==> src/verilog/jesd_rx_ctrl_pkg.sv <==
// constants and types for the receive link control registers
package jesd_rx_ctrl_pkg;

	// ----------------------------------------------------------------
	// register addresses (15-bit serial port address space)
	// ----------------------------------------------------------------
	localparam logic [14:0] ADDR_GENERAL = 15'h0300;
	localparam logic [14:0] ADDR_SUBCLASS = 15'h0301;
	localparam logic [14:0] ADDR_LATENCY0 = 15'h0302;
	localparam logic [14:0] ADDR_LATENCY1 = 15'h0303;
	localparam logic [14:0] ADDR_MFDELAY0 = 15'h0304;
	localparam logic [14:0] ADDR_MFDELAY1 = 15'h0305;
	localparam logic [14:0] ADDR_READOUT0 = 15'h0306;
	localparam logic [14:0] ADDR_READOUT1 = 15'h0307;

	// ----------------------------------------------------------------
	// field positions and masks
	// ----------------------------------------------------------------
	localparam int CHECKSUM_BIT = 6;
	localparam int TWO_LINK_BIT = 3;
	localparam int PAGE_BIT = 2;
	localparam int ENABLE_LSB = 0;
	localparam logic [7:0] GENERAL_WMASK = 8'h7f;

	// ----------------------------------------------------------------
	// reset values
	// ----------------------------------------------------------------
	localparam logic [7:0] GENERAL_RST = 8'h00;
	localparam logic [2:0] SUBCLASS_RST = 3'h1;
	localparam logic [4:0] LATENCY_RST = 5'h00;
	localparam logic [4:0] MFDELAY_RST = 5'h00;
	localparam logic [4:0] READOUT_RST = 5'h06;

	// ----------------------------------------------------------------
	// serial port framing
	// ----------------------------------------------------------------
	localparam logic [4:0] SPI_INSTR_BITS = 5'h10;
	localparam logic [4:0] SPI_FRAME_BITS = 5'h18;

	// ----------------------------------------------------------------
	// carriers
	// ----------------------------------------------------------------
	typedef struct packed {
		logic wr;
		logic [14:0] addr;
		logic [7:0] wdata;
	} spi_req_s;

	typedef struct packed {
		logic frameTick;
		logic localMf;
		logic globalMf;
	} link_in_s;

	typedef struct packed {
		logic active;
		logic delayedMf;
		logic readStrobe;
		logic [4:0] latency;
	} link_out_s;

	typedef struct packed {
		logic [2:0] sclkSync;
		logic [2:0] csbSync;
		logic [2:0] sdiSync;
		logic sclkF;
		logic csbF;
		logic [4:0] count;
		logic [15:0] shift;
		logic reading;
		logic loadPending;
		logic [7:0] outShift;
		logic outBit;
		spi_req_s req;
	} spi_state_s;

	typedef struct packed {
		logic [7:0] general;
		logic [2:0] subclass;
		logic [1:0][4:0] mfDelay;
		logic [1:0][4:0] readout;
		logic [1:0][4:0] latency;
		logic [1:0][4:0] mfPos;
		logic [1:0][31:0] hist;
		logic [1:0] delayedMf;
		logic [1:0] readStrobe;
		logic [7:0] csAcc;
		logic [7:0] checksum;
	} ctrl_state_s;

endpackage

==> src/verilog/spi_reg_port.sv <==
// serial register port: 16-bit instruction, one data byte, msb first
`timescale 1ns/1ps
module spi_reg_port (
	// clock and reset
	input wire logic clk,
	input wire logic rst_n,
	input wire logic ce,
	// serial pins
	input wire logic sclk,
	input wire logic csb,
	input wire logic sdioIn,
	output logic sdioOut,
	output logic sdioOe_n,
	// register side
	output jesd_rx_ctrl_pkg::spi_req_s req,
	input wire logic [7:0] rdata
);
	import jesd_rx_ctrl_pkg::*;

	spi_state_s st;
	spi_state_s next_st;
	logic rise;
	logic fall;

	// ----------------------------------------------------------------
	// state update
	// ----------------------------------------------------------------
	always_comb begin
		next_st = st;
		next_st.req.wr = 1'b0;
		next_st.sclkSync = {st.sclkSync[1:0], sclk};
		next_st.csbSync = {st.csbSync[1:0], csb};
		next_st.sdiSync = {st.sdiSync[1:0], sdioIn};
		// change counts once second and third stage agree
		if (st.sclkSync[1] == st.sclkSync[2]) begin
			next_st.sclkF = st.sclkSync[2];
		end
		if (st.csbSync[1] == st.csbSync[2]) begin
			next_st.csbF = st.csbSync[2];
		end
		rise = (st.sclkSync[1] == st.sclkSync[2]) && st.sclkSync[2] && !st.sclkF;
		fall = (st.sclkSync[1] == st.sclkSync[2]) && !st.sclkSync[2] && st.sclkF;
		if (st.loadPending) begin
			next_st.outShift = rdata;
			next_st.loadPending = 1'b0;
		end
		if (st.csbF) begin
			next_st.count = 5'h00;
			next_st.reading = 1'b0;
		end else if (rise) begin
			if (st.count < SPI_INSTR_BITS) begin
				next_st.shift = {st.shift[14:0], st.sdiSync[2]};
				if (st.count == SPI_INSTR_BITS - 5'h01) begin
					next_st.req.addr = {st.shift[13:0], st.sdiSync[2]};
					next_st.reading = st.shift[14];
					next_st.loadPending = st.shift[14];
				end
			end else if (!st.reading && st.count < SPI_FRAME_BITS) begin
				next_st.shift = {st.shift[14:0], st.sdiSync[2]};
				if (st.count == SPI_FRAME_BITS - 5'h01) begin
					next_st.req.wdata = {st.shift[6:0], st.sdiSync[2]};
					next_st.req.wr = 1'b1;
				end
			end
			if (st.count != 5'h1f) begin
				next_st.count = st.count + 5'h01;
			end
		end else if (fall && st.reading && st.count >= SPI_INSTR_BITS) begin
			next_st.outBit = st.outShift[7];
			next_st.outShift = {st.outShift[6:0], 1'b0};
		end
	end

	always_ff @(posedge clk or negedge rst_n) begin
		if (!rst_n) begin
			st <= '0;
			st.sclkSync <= 3'h0;
			st.csbSync <= 3'h7;
			st.csbF <= 1'b1;
		end else if (ce) begin
			st <= next_st;
		end
	end

	// ----------------------------------------------------------------
	// outputs
	// ----------------------------------------------------------------
	assign req = st.req;
	assign sdioOut = st.outBit;
	assign sdioOe_n = !(st.reading && !st.csbF && st.count >= SPI_INSTR_BITS);

endmodule // spi_reg_port

==> src/verilog/jesd_rx_link_control_regs.sv <==
// receive link control and status registers with per-link timing
`timescale 1ns/1ps
module jesd_rx_link_control_regs (
	// clock and reset
	input wire logic clk,
	input wire logic rst_n,
	input wire logic ce,
	// serial register port
	input wire logic sclk,
	input wire logic csb,
	input wire logic sdioIn,
	output logic sdioOut,
	output logic sdioOe_n,
	// link timing
	input wire jesd_rx_ctrl_pkg::link_in_s [1:0] linkIn,
	output jesd_rx_ctrl_pkg::link_out_s [1:0] linkOut,
	// configuration octets
	input wire logic cfgValid,
	input wire logic cfgStart,
	input wire logic cfgLast,
	input wire logic [7:0] cfgOctet,
	output logic [7:0] checksum,
	// configuration outputs
	output logic checksumMethod,
	output logic twoLinkMode,
	output logic linkPage,
	output logic [2:0] subclass
);
	import jesd_rx_ctrl_pkg::*;

	ctrl_state_s st;
	ctrl_state_s next_st;
	spi_req_s req;
	logic [7:0] rdata;
	logic [7:0] sumNow;
	logic [1:0] act;
	logic [4:0] posNow;
	logic dm;

	// ----------------------------------------------------------------
	// helpers
	// ----------------------------------------------------------------
	function automatic logic [4:0] nextPos(input logic [4:0] p);
		return (p == 5'h1f) ? p : p + 5'h01;
	endfunction

	function automatic logic delayPick(input logic [31:0] h,
		input logic [4:0] d, input logic g);
		return (d == 5'h00) ? g : h[d - 5'h01];
	endfunction

	function automatic logic [7:0] regRead(input ctrl_state_s s,
		input logic [14:0] a);
		case (a)
			ADDR_GENERAL: regRead = s.general & GENERAL_WMASK;
			ADDR_SUBCLASS: regRead = {5'h00, s.subclass};
			ADDR_LATENCY0: regRead = {3'h0, s.latency[0]};
			ADDR_LATENCY1: regRead = {3'h0, s.latency[1]};
			ADDR_MFDELAY0: regRead = {3'h0, s.mfDelay[0]};
			ADDR_MFDELAY1: regRead = {3'h0, s.mfDelay[1]};
			ADDR_READOUT0: regRead = {3'h0, s.readout[0]};
			ADDR_READOUT1: regRead = {3'h0, s.readout[1]};
			default: regRead = 8'h00;
		endcase
	endfunction

	// ----------------------------------------------------------------
	// serial port
	// ----------------------------------------------------------------
	spi_reg_port port (
		.clk(clk),
		.rst_n(rst_n),
		.ce(ce),
		.sclk(sclk),
		.csb(csb),
		.sdioIn(sdioIn),
		.sdioOut(sdioOut),
		.sdioOe_n(sdioOe_n),
		.req(req),
		.rdata(rdata)
	);

	assign rdata = regRead(st, req.addr);

	// ----------------------------------------------------------------
	// next state
	// ----------------------------------------------------------------
	always_comb begin
		next_st = st;
		act[0] = st.general[ENABLE_LSB];
		// link 1 gated by dual mode
		act[1] = st.general[ENABLE_LSB + 1] && st.general[TWO_LINK_BIT];
		posNow = 5'h00;
		dm = 1'b0;
		// both enables land from one write
		if (req.wr) begin
			case (req.addr)
				ADDR_GENERAL: next_st.general = req.wdata & GENERAL_WMASK;
				ADDR_SUBCLASS: next_st.subclass = req.wdata[2:0];
				ADDR_MFDELAY0: next_st.mfDelay[0] = req.wdata[4:0];
				ADDR_MFDELAY1: next_st.mfDelay[1] = req.wdata[4:0];
				ADDR_READOUT0: next_st.readout[0] = req.wdata[4:0];
				ADDR_READOUT1: next_st.readout[1] = req.wdata[4:0];
				default: next_st.general = st.general;
			endcase
		end
		for (int i = 0; i < 2; i++) begin
			next_st.readStrobe[i] = 1'b0;
			next_st.delayedMf[i] = 1'b0;
			if (!act[i]) begin
				next_st.hist[i] = 32'h0;
				next_st.mfPos[i] = 5'h00;
				next_st.latency[i] = LATENCY_RST;
			end else if (linkIn[i].frameTick) begin
				dm = delayPick(st.hist[i], st.mfDelay[i], linkIn[i].globalMf);
				next_st.hist[i] = {st.hist[i][30:0], linkIn[i].globalMf};
				posNow = dm ? 5'h00 : nextPos(st.mfPos[i]);
				next_st.mfPos[i] = posNow;
				next_st.delayedMf[i] = dm;
				next_st.readStrobe[i] = (posNow == st.readout[i]);
				if (linkIn[i].localMf) begin
					next_st.latency[i] = posNow;
				end
			end
		end
		sumNow = (cfgStart ? 8'h00 : st.csAcc) + cfgOctet;
		if (cfgValid) begin
			next_st.csAcc = sumNow;
			if (cfgLast) begin
				next_st.checksum = st.general[CHECKSUM_BIT] ? sumNow : 8'h00;
			end
		end
	end

	always_ff @(posedge clk or negedge rst_n) begin
		if (!rst_n) begin
			st <= '0;
			st.general <= GENERAL_RST;
			st.subclass <= SUBCLASS_RST;
			st.mfDelay <= {MFDELAY_RST, MFDELAY_RST};
			st.readout <= {READOUT_RST, READOUT_RST};
		end else if (ce) begin
			st <= next_st;
		end
	end

	// ----------------------------------------------------------------
	// outputs
	// ----------------------------------------------------------------
	always_comb begin
		for (int i = 0; i < 2; i++) begin
			linkOut[i].active = act[i];
			linkOut[i].delayedMf = st.delayedMf[i];
			linkOut[i].readStrobe = st.readStrobe[i];
			linkOut[i].latency = st.latency[i];
		end
	end

	assign checksum = st.checksum;
	assign checksumMethod = st.general[CHECKSUM_BIT];
	assign twoLinkMode = st.general[TWO_LINK_BIT];
	assign linkPage = st.general[PAGE_BIT];
	assign subclass = st.subclass;

	// ----------------------------------------------------------------
	// checks
	// ----------------------------------------------------------------
	logic genWr;
	assign genWr = ce && req.wr && req.addr == ADDR_GENERAL;

	checksum_sum_a: assert property (@(posedge clk) disable iff (!rst_n)
		ce && cfgValid && cfgLast && checksumMethod |=> checksum == $past(sumNow))
		else $error("checksum is not the octet sum");
	mode_bit_a: assert property (@(posedge clk) disable iff (!rst_n)
		genWr |=> twoLinkMode == $past(req.wdata[3]))
		else $error("dual link mode bit not taken");
	page_bit_a: assert property (@(posedge clk) disable iff (!rst_n)
		genWr |=> linkPage == $past(req.wdata[2]))
		else $error("page select bit not taken");
	idle_link_a: assert property (@(posedge clk) disable iff (!rst_n)
		!linkOut[0].active |=> !linkOut[0].readStrobe && !linkOut[0].delayedMf)
		else $error("idle link produced timing");
	enable_map_a: assert property (@(posedge clk) disable iff (!rst_n)
		genWr |=> linkOut[0].active == $past(req.wdata[0]))
		else $error("link 0 enable mapping wrong");
	link1_dual_a: assert property (@(posedge clk) disable iff (!rst_n)
		linkOut[1].active |-> twoLinkMode && st.general[1])
		else $error("link 1 active outside dual mode");
	joint_enable_a: assert property (@(posedge clk) disable iff (!rst_n)
		genWr && req.wdata[3] && req.wdata[1:0] == 2'h3
		|=> linkOut[0].active && linkOut[1].active)
		else $error("joint enable failed");
	latency_capture_a: assert property (@(posedge clk) disable iff (!rst_n)
		ce && act[0] && linkIn[0].frameTick && linkIn[0].localMf
		|=> linkOut[0].latency == st.mfPos[0])
		else $error("latency not captured");
	zero_delay_a: assert property (@(posedge clk) disable iff (!rst_n)
		ce && act[0] && linkIn[0].frameTick && linkIn[0].globalMf
		&& st.mfDelay[0] == 5'h00 |=> linkOut[0].delayedMf)
		else $error("undelayed multiframe missing");
	readout_point_a: assert property (@(posedge clk) disable iff (!rst_n)
		linkOut[0].readStrobe |-> st.mfPos[0] == $past(st.readout[0]))
		else $error("read-out at wrong position");
	subclass_write_a: assert property (@(posedge clk) disable iff (!rst_n)
		ce && req.wr && req.addr == ADDR_SUBCLASS
		|=> subclass == $past(req.wdata[2:0]))
		else $error("subclass field not written");
	reserved_zero_a: assert property (@(posedge clk) disable iff (!rst_n)
		rdata[7] == 1'b0 && (req.addr == ADDR_GENERAL || rdata[6:5] == 2'h0))
		else $error("reserved bits read nonzero");

	both_links_c: cover property (@(posedge clk) disable iff (!rst_n)
		linkOut[0].active && linkOut[1].active);
	readout1_c: cover property (@(posedge clk) disable iff (!rst_n)
		linkOut[1].readStrobe);
	checksum_c: cover property (@(posedge clk) disable iff (!rst_n)
		ce && cfgValid && cfgLast && checksumMethod);

endmodule // jesd_rx_link_control_regs

==> config.mk <==
export PLATFORM = sky130hd
export DESIGN_NAME = jesd_rx_link_control_regs
export DESIGN_NICKNAME = d
export VERILOG_FILES = /design/src/verilog/jesd_rx_ctrl_pkg.sv /design/src/verilog/spi_reg_port.sv /design/src/verilog/jesd_rx_link_control_regs.sv
export SDC_FILE = /design/constraint.sdc
export NUM_CORES = 1
export LEC_CHECK = 0
export BUFFER_PORTS_ARGS = -buffer_cell sky130_fd_sc_hd__buf_2
export CORE_ASPECT_RATIO = 1.5
export CORE_UTILIZATION = 30
export DETAILED_ROUTE_END_ITERATION = 16
export GPL_TIMING_DRIVEN = 0
export HOLD_SLACK_MARGIN = 0.08
export PLACE_DENSITY = 0.51
export REMOVE_ABC_BUFFERS = 1
export SYNTH_ARGS = -nofsm -noshare
export SYNTH_HDL_FRONTEND = slang
export SYNTH_SLANG_ARGS = --single-unit
==> constraint.sdc <==
create_clock -name clk -period 3.7 [get_ports clk]
set_input_delay 0.555 -clock clk [delete_from_list [all_inputs] [get_ports clk]]
set_output_delay 0.555 -clock clk [all_outputs]
set_load 0.02 [all_outputs]
# --- Word-level counts from Yosys, hierarchy flattened ---
# Index checks and enable logic that the tools add are counted.
# W data, S select, Z words.
totals:
  out_inout_bits: 32
  input_bits: 23
  elab_cells: 163
  reg_bits: 201
op_classes:
  muxes: 56
  magnitude_cmp: 5
  n_reduce_logical: 42
  n_addsub: 6
  n_bitwise: 3
  eq_ne: 21
ops:
  columns: ["cell", "count"]
  rows:
  - ["$mux W32", 4]
  - ["$eq A15 B10 Y1 const B", 8]
  - ["$mux W5", 16]
  - ["$pmux W7 S8", 1]
  - ["$mux W8", 6]
  - ["$mux W34", 1]
  - ["$mux W16", 2]
  - ["$mux W15", 2]
  - ["$reduce_and A3 Y1", 10]
  - ["$mux W24", 1]
  - ["$mux W23", 1]
  - ["$mux W9", 2]
  - ["$mux W1", 16]
  - ["$add A5 B1 Y5 const B", 3]
  - ["$eq A5 B5 Y1 const B", 3]
  - ["$lt A5 B6 Y1 const B", 2]
  - ["$reduce_and A4 Y1", 3]
  - ["$bmux W1 S5", 2]
  - ["$eq A5 B5 Y1", 2]
  - ["$logic_and A1 B1 Y1", 10]
  - ["$logic_not A5 Y1", 2]
  - ["$lt A5 B5 Y1 const B", 2]
  - ["$reduce_and A2 Y1", 5]
  - ["$reduce_bool A2 Y1", 5]
  - ["other kinds (12)", 24]

# --- Depth between registers and ports, before layout ---
depth:
  word_depth: 8
  mapped_depth: 13
  mapped_depth_nobuf: 10

# --- Cells and area by module ---
# From an unflattened synthesis, not the netlist that was laid out.
unflattened:
  cells_unflattened: 841
  area_unflattened_um2: 9949.5
by_module_without_submodules:
  columns: ["module", "cells_per_inst", "n_inst", "seq_area_each_um2", "area_each_um2"]
  rows:
  - ["jesd_rx_link_control_regs", 600, 1, 3359.5, 6885.4]
  - ["spi_reg_port", 241, 1, 1656.6, 3064.2]

# --- Least setup slack after synthesis ---
# OpenSTA, ideal clock, no wires.
synth_timing:
  path_kind: "register to register"
  from: "register st[114] (netlist name)"
  to: "register st, in the netlist linkOut[5]"
  n_path_buf: 3
  path_stages_with_launch: 13
  required_ns: 3.596
  setup_ns: 0.104
  path_slack_ns: 0.819
  arrival_time_ns: 2.778
  synth_period_minus_slack_ns: 2.881
  cell_sequence: "dfrtp_1 buf_6 inv_1 ha_1 clkbuf_1 mux4_1 and3_1 o22ai_1 and3_1 nor2b_4 buf_6 mux2_4 o41ai_2"
synth_via:
  elab_chain_len: 8
  word_cells_on_any_way: 9
  cone_classes: "1 x add/sub; 1 x eq/ne; 6 x mux; 1 x reduce/logical"
synth_lines:
  columns: ["item", "line_no", "rtl"]
  rows:
  - ["from (decl)", "jesd_rx_link_control_regs.sv:31", "ctrl_state_s st;"]
  - ["from (signal assigned)", "jesd_rx_link_control_regs.sv:143", "st <= next_st;"]
  - ["$sub A5 B1 Y5", "jesd_rx_link_control_regs.sv:49", "return (d == 5'h00) ? g : h[d - 5'h01];"]
  - ["$bmux W1 S5", "jesd_rx_link_control_regs.sv:49", null]
  - ["$mux W1 (not written as such)", "jesd_rx_link_control_regs.sv:49", null]
  - ["$mux W1 *", "jesd_rx_link_control_regs.sv:49", null]
  - ["$mux W5 *", "jesd_rx_link_control_regs.sv:117", "posNow = dm ? 5'h00 : nextPos(st.mfPos[i]);"]
  - ["$eq A5 B5 Y1 *", "jesd_rx_link_control_regs.sv:120", "next_st.readStrobe[i] = (posNow == st.readout[i]);"]
  - ["$mux W1 *", "jesd_rx_link_control_regs.sv:114", "end else if (linkIn[i].frameTick) begin"]
  - ["$mux W1 *", "jesd_rx_link_control_regs.sv:110", "if (!act[i]) begin"]
# Every way passes the cells marked *; elsewhere a longest branch is shown, timed or not. The select of a mux whose other input is x is not followed.
# A chain may end at the register's enable or synchronous reset.

# --- Final worst setup path ---
# Same ends and word-level chain as after synthesis.

==> parameters.txt <==
Parameter                              Value

Timing
  Slew Limit Headroom ... 0.153
  Final critical delay including setup and external delays ... 3.42 ns
  Max Transition Viols Final ... 0
  Endpoints failing hold ... 0
  Final TNS setup ... 0 ns
  Post-route clock skew ... 0.00877 ns
  Peak clock frequency supported by timing ... 293 MHz
  RSZ-0062 raised after global routing ... no
  Count of endpoints failing setup in the final report ... 0
  Worst-Margin Slew ... 1.27 ns
  Worst hold-check slack ... 0.122 ns
  Period utilization ... 0.923

Job
  Number of violations of the max-capacitance limit ... 0

Worst setup path
  Maximum single-stage delay on the critical path ... 0.80 ns
  Worst Path Class, Setup ... reg2reg
  CP max FO ... 14
  Startpoint type of the worst setup path ... flop
  Top cell by count, worst path ... sky130_fd_sc_hd__and3_1
  Critical path destination ... linkOut[5]
  Crit path arrival time ... 3.76 ns
  Category of cells accounting for the largest share of critical-path delay ... flip-flops
  Required time at the endpoint of the critical path ... 4.05 ns
  Capture point of the worst reg-to-reg path ... linkOut[5]
  Worst Path Buf+Inv ... 1
  Worst reg2reg path depth ... 9
  Instance count on the critical path ... 9
  Critical Path Slowest Stage Cell ... sky130_fd_sc_hd__dfrtp_1
  Endpoint kind of the worst setup timing path ... flop
  Cell chain of the critical path ... inv_1, ha_1, mux4_1, and3_1, o22ai_1, and3_1, nor2b_4, mux2_4, o41ai_2
  Critical path origin ... st[114]
  Flop-to-flop setup slack ... 0.28 ns
  Reg-to-Reg Start ... st[114]

Yosys
  Proportion of register bits with asynchronous set or reset after synthesis ... 1.00
  Count of distinct cell types in the synthesized netlist ... 68
  Number of enable-type register cells in the synthesized netlist ... 0
  Post-Synthesis Cells ... 826
  Prevailing post-synth register cell ... sky130_fd_sc_hd__dfrtp_1
  Mean instance size in the synthesized netlist ... 11.7 µm²
  Count of yosys warnings during synthesis ... 0
  Post-synthesis cell area ... 0.00970 mm²
  Sequential fraction of the synthesis area ... 0.515
  Synthesis-stage register bit count ... 199

Floorplan
  I/O Pins ... 55
  Core area ... 0.0318 mm²
  Area enclosed by the die boundary ... 0.0331 mm²
  Number of rows in the core area ... 80
  Die Span X ... 149 µm
  Initial cell density of the core ... 0.305
  Die span in y ... 222 µm

GRT
  Largest net degree at the start of global routing ... 107
  Via count of the first global-routing pass ... 6528
  Initial antenna violation count ... 0
  Remaining global-route overflow ... 0
  Global-route wire length before repair ... 35300 µm
  Global Route Usage Sum ... 0.137

Drt
  First-pass DRT Iterations ... 4
  Number of antenna-violating nets in the routed design ... 0
  Vias ... 6383
  Post-DR vias/cell ... 5.08
  DRC marker count from the first detailed-route iteration ... 365
  Post-DR wirelength/cell ... 17.0 µm
  Wire length after detailed routing ... 21400 µm
  Total DRC errors in the routed layout ... 0

Clock network
  Total clock buffers created by CTS ... 17
  Clock tree from TritonCTS ... yes
  Deepest level of the CTS H-tree ... 4
  Count of cells resized by post-cts repair ... 0
  Clock Root Buffer ... sky130_fd_sc_hd__clkbuf_16
  Clock tree sinks ... 199
  Clk pin slew, worst setup/hold paths ... 0.07 ns
  Number of buffers inserted for hold repair after clock tree synthesis ... 0
  Worst-Skew Late Latency ... 0.45 ns
  Clock Tree Buf Depth ... 2
  Total setup buffers inserted after CTS ... 0

Layout
  Growth of design area from synthesis to finish ... 11.7%
  Final nets ... 875
  Fraction of layout instances using a drive strength above 1 ... 0.236
  Antenna cells ... 0

Pwr
  Worst vdd ir ... 0.227 mV
  Areal power density over the cells ... 428 mW/mm²
  Leak pwr ... 4.90 nW

Hold path
  Hold Crit Class ... in2async

Run status
  Status ... finished, final reports clean

Placement
  Post-detailed-placement half-perimeter wirelength ... 14400 µm
  Number of input and output port buffers inserted ... 54
  Weighted congestion at the end of routability-driven global placement ... 0.796
-- area by class of cell --
class / instances / area (µm²)
fillers: 3254 / 21000
flip-flops and latches: 199 / 4990
multi-input cells: 536 / 4260
well taps: 410 / 513
clock buffers: 20 / 457
repair buffers: 57 / 348
clock inverters: 11 / 174
inverters: 23 / 86.3
-- worst min-delay path by stage --
stage          startpoint        endpoint  slack [ns]  cells after the start
2_1_floorplan       rst_n  checksumMethod        0.26                      0
3_3_place_gp       st[11]          st[11]        0.46                      2
3_5_place_dp       st[10]          st[10]        0.47                      2
4_1_cts             rst_n     checksum[7]        0.18                      1
5_1_grt             rst_n     checksum[7]        0.21                      1
6_report            rst_n     checksum[7]        0.12                      1
-- per-layer routing --
layer | up-vias | wire length (µm) | track usage
met4 | 0 | 572 | 0.0592
li1 | 3035 | - | -
met3 | 30 | 464 | 0.0261
met5 | - | 0 | 0
met2 | 62 | 11400 | 0.237
met1 | 3256 | 8960 | 0.163
-- stage by stage --
stage	worst slack (ns)	total power, mW	std cells	instance area, µm²	utilization
5_1_grt	0.0239	4.84	1256	10800	0.340
2_1_floorplan	0.527	2.54	758	9320	-
6_report	0.283	4.64	1256	10800	0.340
3_5_place_dp	0.230	2.68	1225	10200	0.320
4_1_cts	0.185	4.72	1256	10800	0.340
3_3_place_gp	-1.50	2.66	1222	10100	0.317
-- power breakdown --
part / internal (mW) / switching [mW] / total, mW
clock: 1.17 / 0.844 / 2.01
sequential: 2.26 / 0.0475 / 2.30
combinational: 0.140 / 0.189 / 0.329
-- worst register-to-register path: cells and delay by family, from the launching register on --
kind | cells | cell delay [ns]
AOI/OAI and AO/OA | 2 | 0.47
adders and majority gates | 1 | 0.54
buffers and inverters | 1 | 0.14
DFF | 1 | 0.80
muxes | 2 | 0.69
and+or+nand+nor | 3 | 0.69
-- cell usage after synthesis (3+ instances only) --
| master | number | share of area |
|---|---|---|
| sky130_fd_sc_hd__o22ai_1 | 3 | 0.0019 |
| sky130_fd_sc_hd__nor2b_1 | 9 | 0.0058 |
| sky130_fd_sc_hd__mux4_1 | 8 | 0.022 |
| sky130_fd_sc_hd__nand3b_1 | 3 | 0.0023 |
| sky130_fd_sc_hd__or2_2 | 3 | 0.0019 |
| sky130_fd_sc_hd__nor4_1 | 4 | 0.0026 |
| sky130_fd_sc_hd__nand3_1 | 20 | 0.010 |
| sky130_fd_sc_hd__inv_1 | 23 | 0.0089 |
| sky130_fd_sc_hd__mux4_2 | 9 | 0.021 |
| sky130_fd_sc_hd__nor3_1 | 6 | 0.0031 |
| sky130_fd_sc_hd__and3_1 | 7 | 0.0045 |
| sky130_fd_sc_hd__and2_1 | 3 | 0.0019 |
| sky130_fd_sc_hd__nor3b_1 | 5 | 0.0039 |
| sky130_fd_sc_hd__a32o_1 | 3 | 0.0031 |
| sky130_fd_sc_hd__nor2_1 | 31 | 0.012 |
| sky130_fd_sc_hd__buf_4 | 27 | 0.021 |
| sky130_fd_sc_hd__clkbuf_1 | 35 | 0.014 |
| sky130_fd_sc_hd__o31ai_1 | 8 | 0.0062 |
| sky130_fd_sc_hd__xnor2_1 | 11 | 0.0099 |
| sky130_fd_sc_hd__dfrtp_1 | 190 | 0.49 |
| sky130_fd_sc_hd__o21ai_0 | 55 | 0.028 |
| sky130_fd_sc_hd__dfstp_2 | 9 | 0.024 |
| sky130_fd_sc_hd__a22o_1 | 68 | 0.061 |
| sky130_fd_sc_hd__a31oi_1 | 5 | 0.0032 |
| sky130_fd_sc_hd__o21ai_1 | 6 | 0.0031 |
| sky130_fd_sc_hd__nand2b_1 | 5 | 0.0032 |
| sky130_fd_sc_hd__a22oi_1 | 5 | 0.0039 |
| sky130_fd_sc_hd__mux2_2 | 79 | 0.092 |
| sky130_fd_sc_hd__buf_6 | 3 | 0.0035 |
| sky130_fd_sc_hd__mux2i_1 | 19 | 0.020 |
| sky130_fd_sc_hd__nand2_1 | 70 | 0.027 |
| sky130_fd_sc_hd__o21bai_1 | 4 | 0.0031 |
| sky130_fd_sc_hd__a21oi_1 | 22 | 0.011 |
| sky130_fd_sc_hd__o2bb2ai_1 | 4 | 0.0036 |
| sky130_fd_sc_hd__xor2_1 | 3 | 0.0027 |
| sky130_fd_sc_hd__a222oi_1 | 3 | 0.0031 |
| sky130_fd_sc_hd__ha_1 | 17 | 0.022 |
| sky130_fd_sc_hd__nand4_1 | 6 | 0.0039 |
-- cell families after synthesis --
family	count (synthesis)	share of synthesized area
adder cells (fa/ha/maj)	18	0.0240
AND/OR/NAND/NOR	179	0.0897
AO/OA/AOI/OAI	209	0.155
XOR/XNOR	14	0.0126
buffers and inverters	91	0.0482
flip-flops	199	0.515
multiplexers	116	0.155
-- placed cells by master (no fill, tap or decap), types with 4 or more instances in the layout --
master	synthesis	routed
sky130_fd_sc_hd__mux4_2	9	9
sky130_fd_sc_hd__o21ai_0	55	54
sky130_fd_sc_hd__ha_1	17	17
sky130_fd_sc_hd__o2bb2ai_1	4	4
sky130_fd_sc_hd__and3_1	7	7
sky130_fd_sc_hd__xnor2_1	11	11
sky130_fd_sc_hd__nor3b_1	5	5
sky130_fd_sc_hd__nand2b_1	5	5
sky130_fd_sc_hd__a22o_1	68	68
sky130_fd_sc_hd__mux2i_1	19	19
sky130_fd_sc_hd__clkbuf_16	0	17
sky130_fd_sc_hd__dfrtp_1	190	189
sky130_fd_sc_hd__a31oi_1	5	5
sky130_fd_sc_hd__nor3_1	6	6
sky130_fd_sc_hd__buf_2	2	53
sky130_fd_sc_hd__a21oi_1	22	22
sky130_fd_sc_hd__mux2_2	79	79
sky130_fd_sc_hd__o21bai_1	4	4
sky130_fd_sc_hd__bufinv_16	0	4
sky130_fd_sc_hd__nand3_1	20	20
sky130_fd_sc_hd__nand4_1	6	6
sky130_fd_sc_hd__a22oi_1	5	5
sky130_fd_sc_hd__nor2_1	31	31
sky130_fd_sc_hd__inv_1	23	23
sky130_fd_sc_hd__nand2_1	70	70
sky130_fd_sc_hd__mux4_1	8	8
sky130_fd_sc_hd__dfstp_2	9	9
sky130_fd_sc_hd__nor2b_1	9	9
sky130_fd_sc_hd__nor4_1	4	4
sky130_fd_sc_hd__o31ai_1	8	8
sky130_fd_sc_hd__o21ai_1	6	5
-- state kept, by name, indices dropped and copies added, names as in the netlist --
| name | flops |
|---|---|
| st | 105 |
| linkOut | 15 |
| checksum | 8 |
| port.next_st | 6 |
| checksumMethod | 1 |
| linkPage | 1 |
| port.req | 23 |
| subclass | 3 |
| port.st | 35 |
| twoLinkMode | 1 |
| port.sdioOut | 1 |
(Power assumes the default switching activity.)
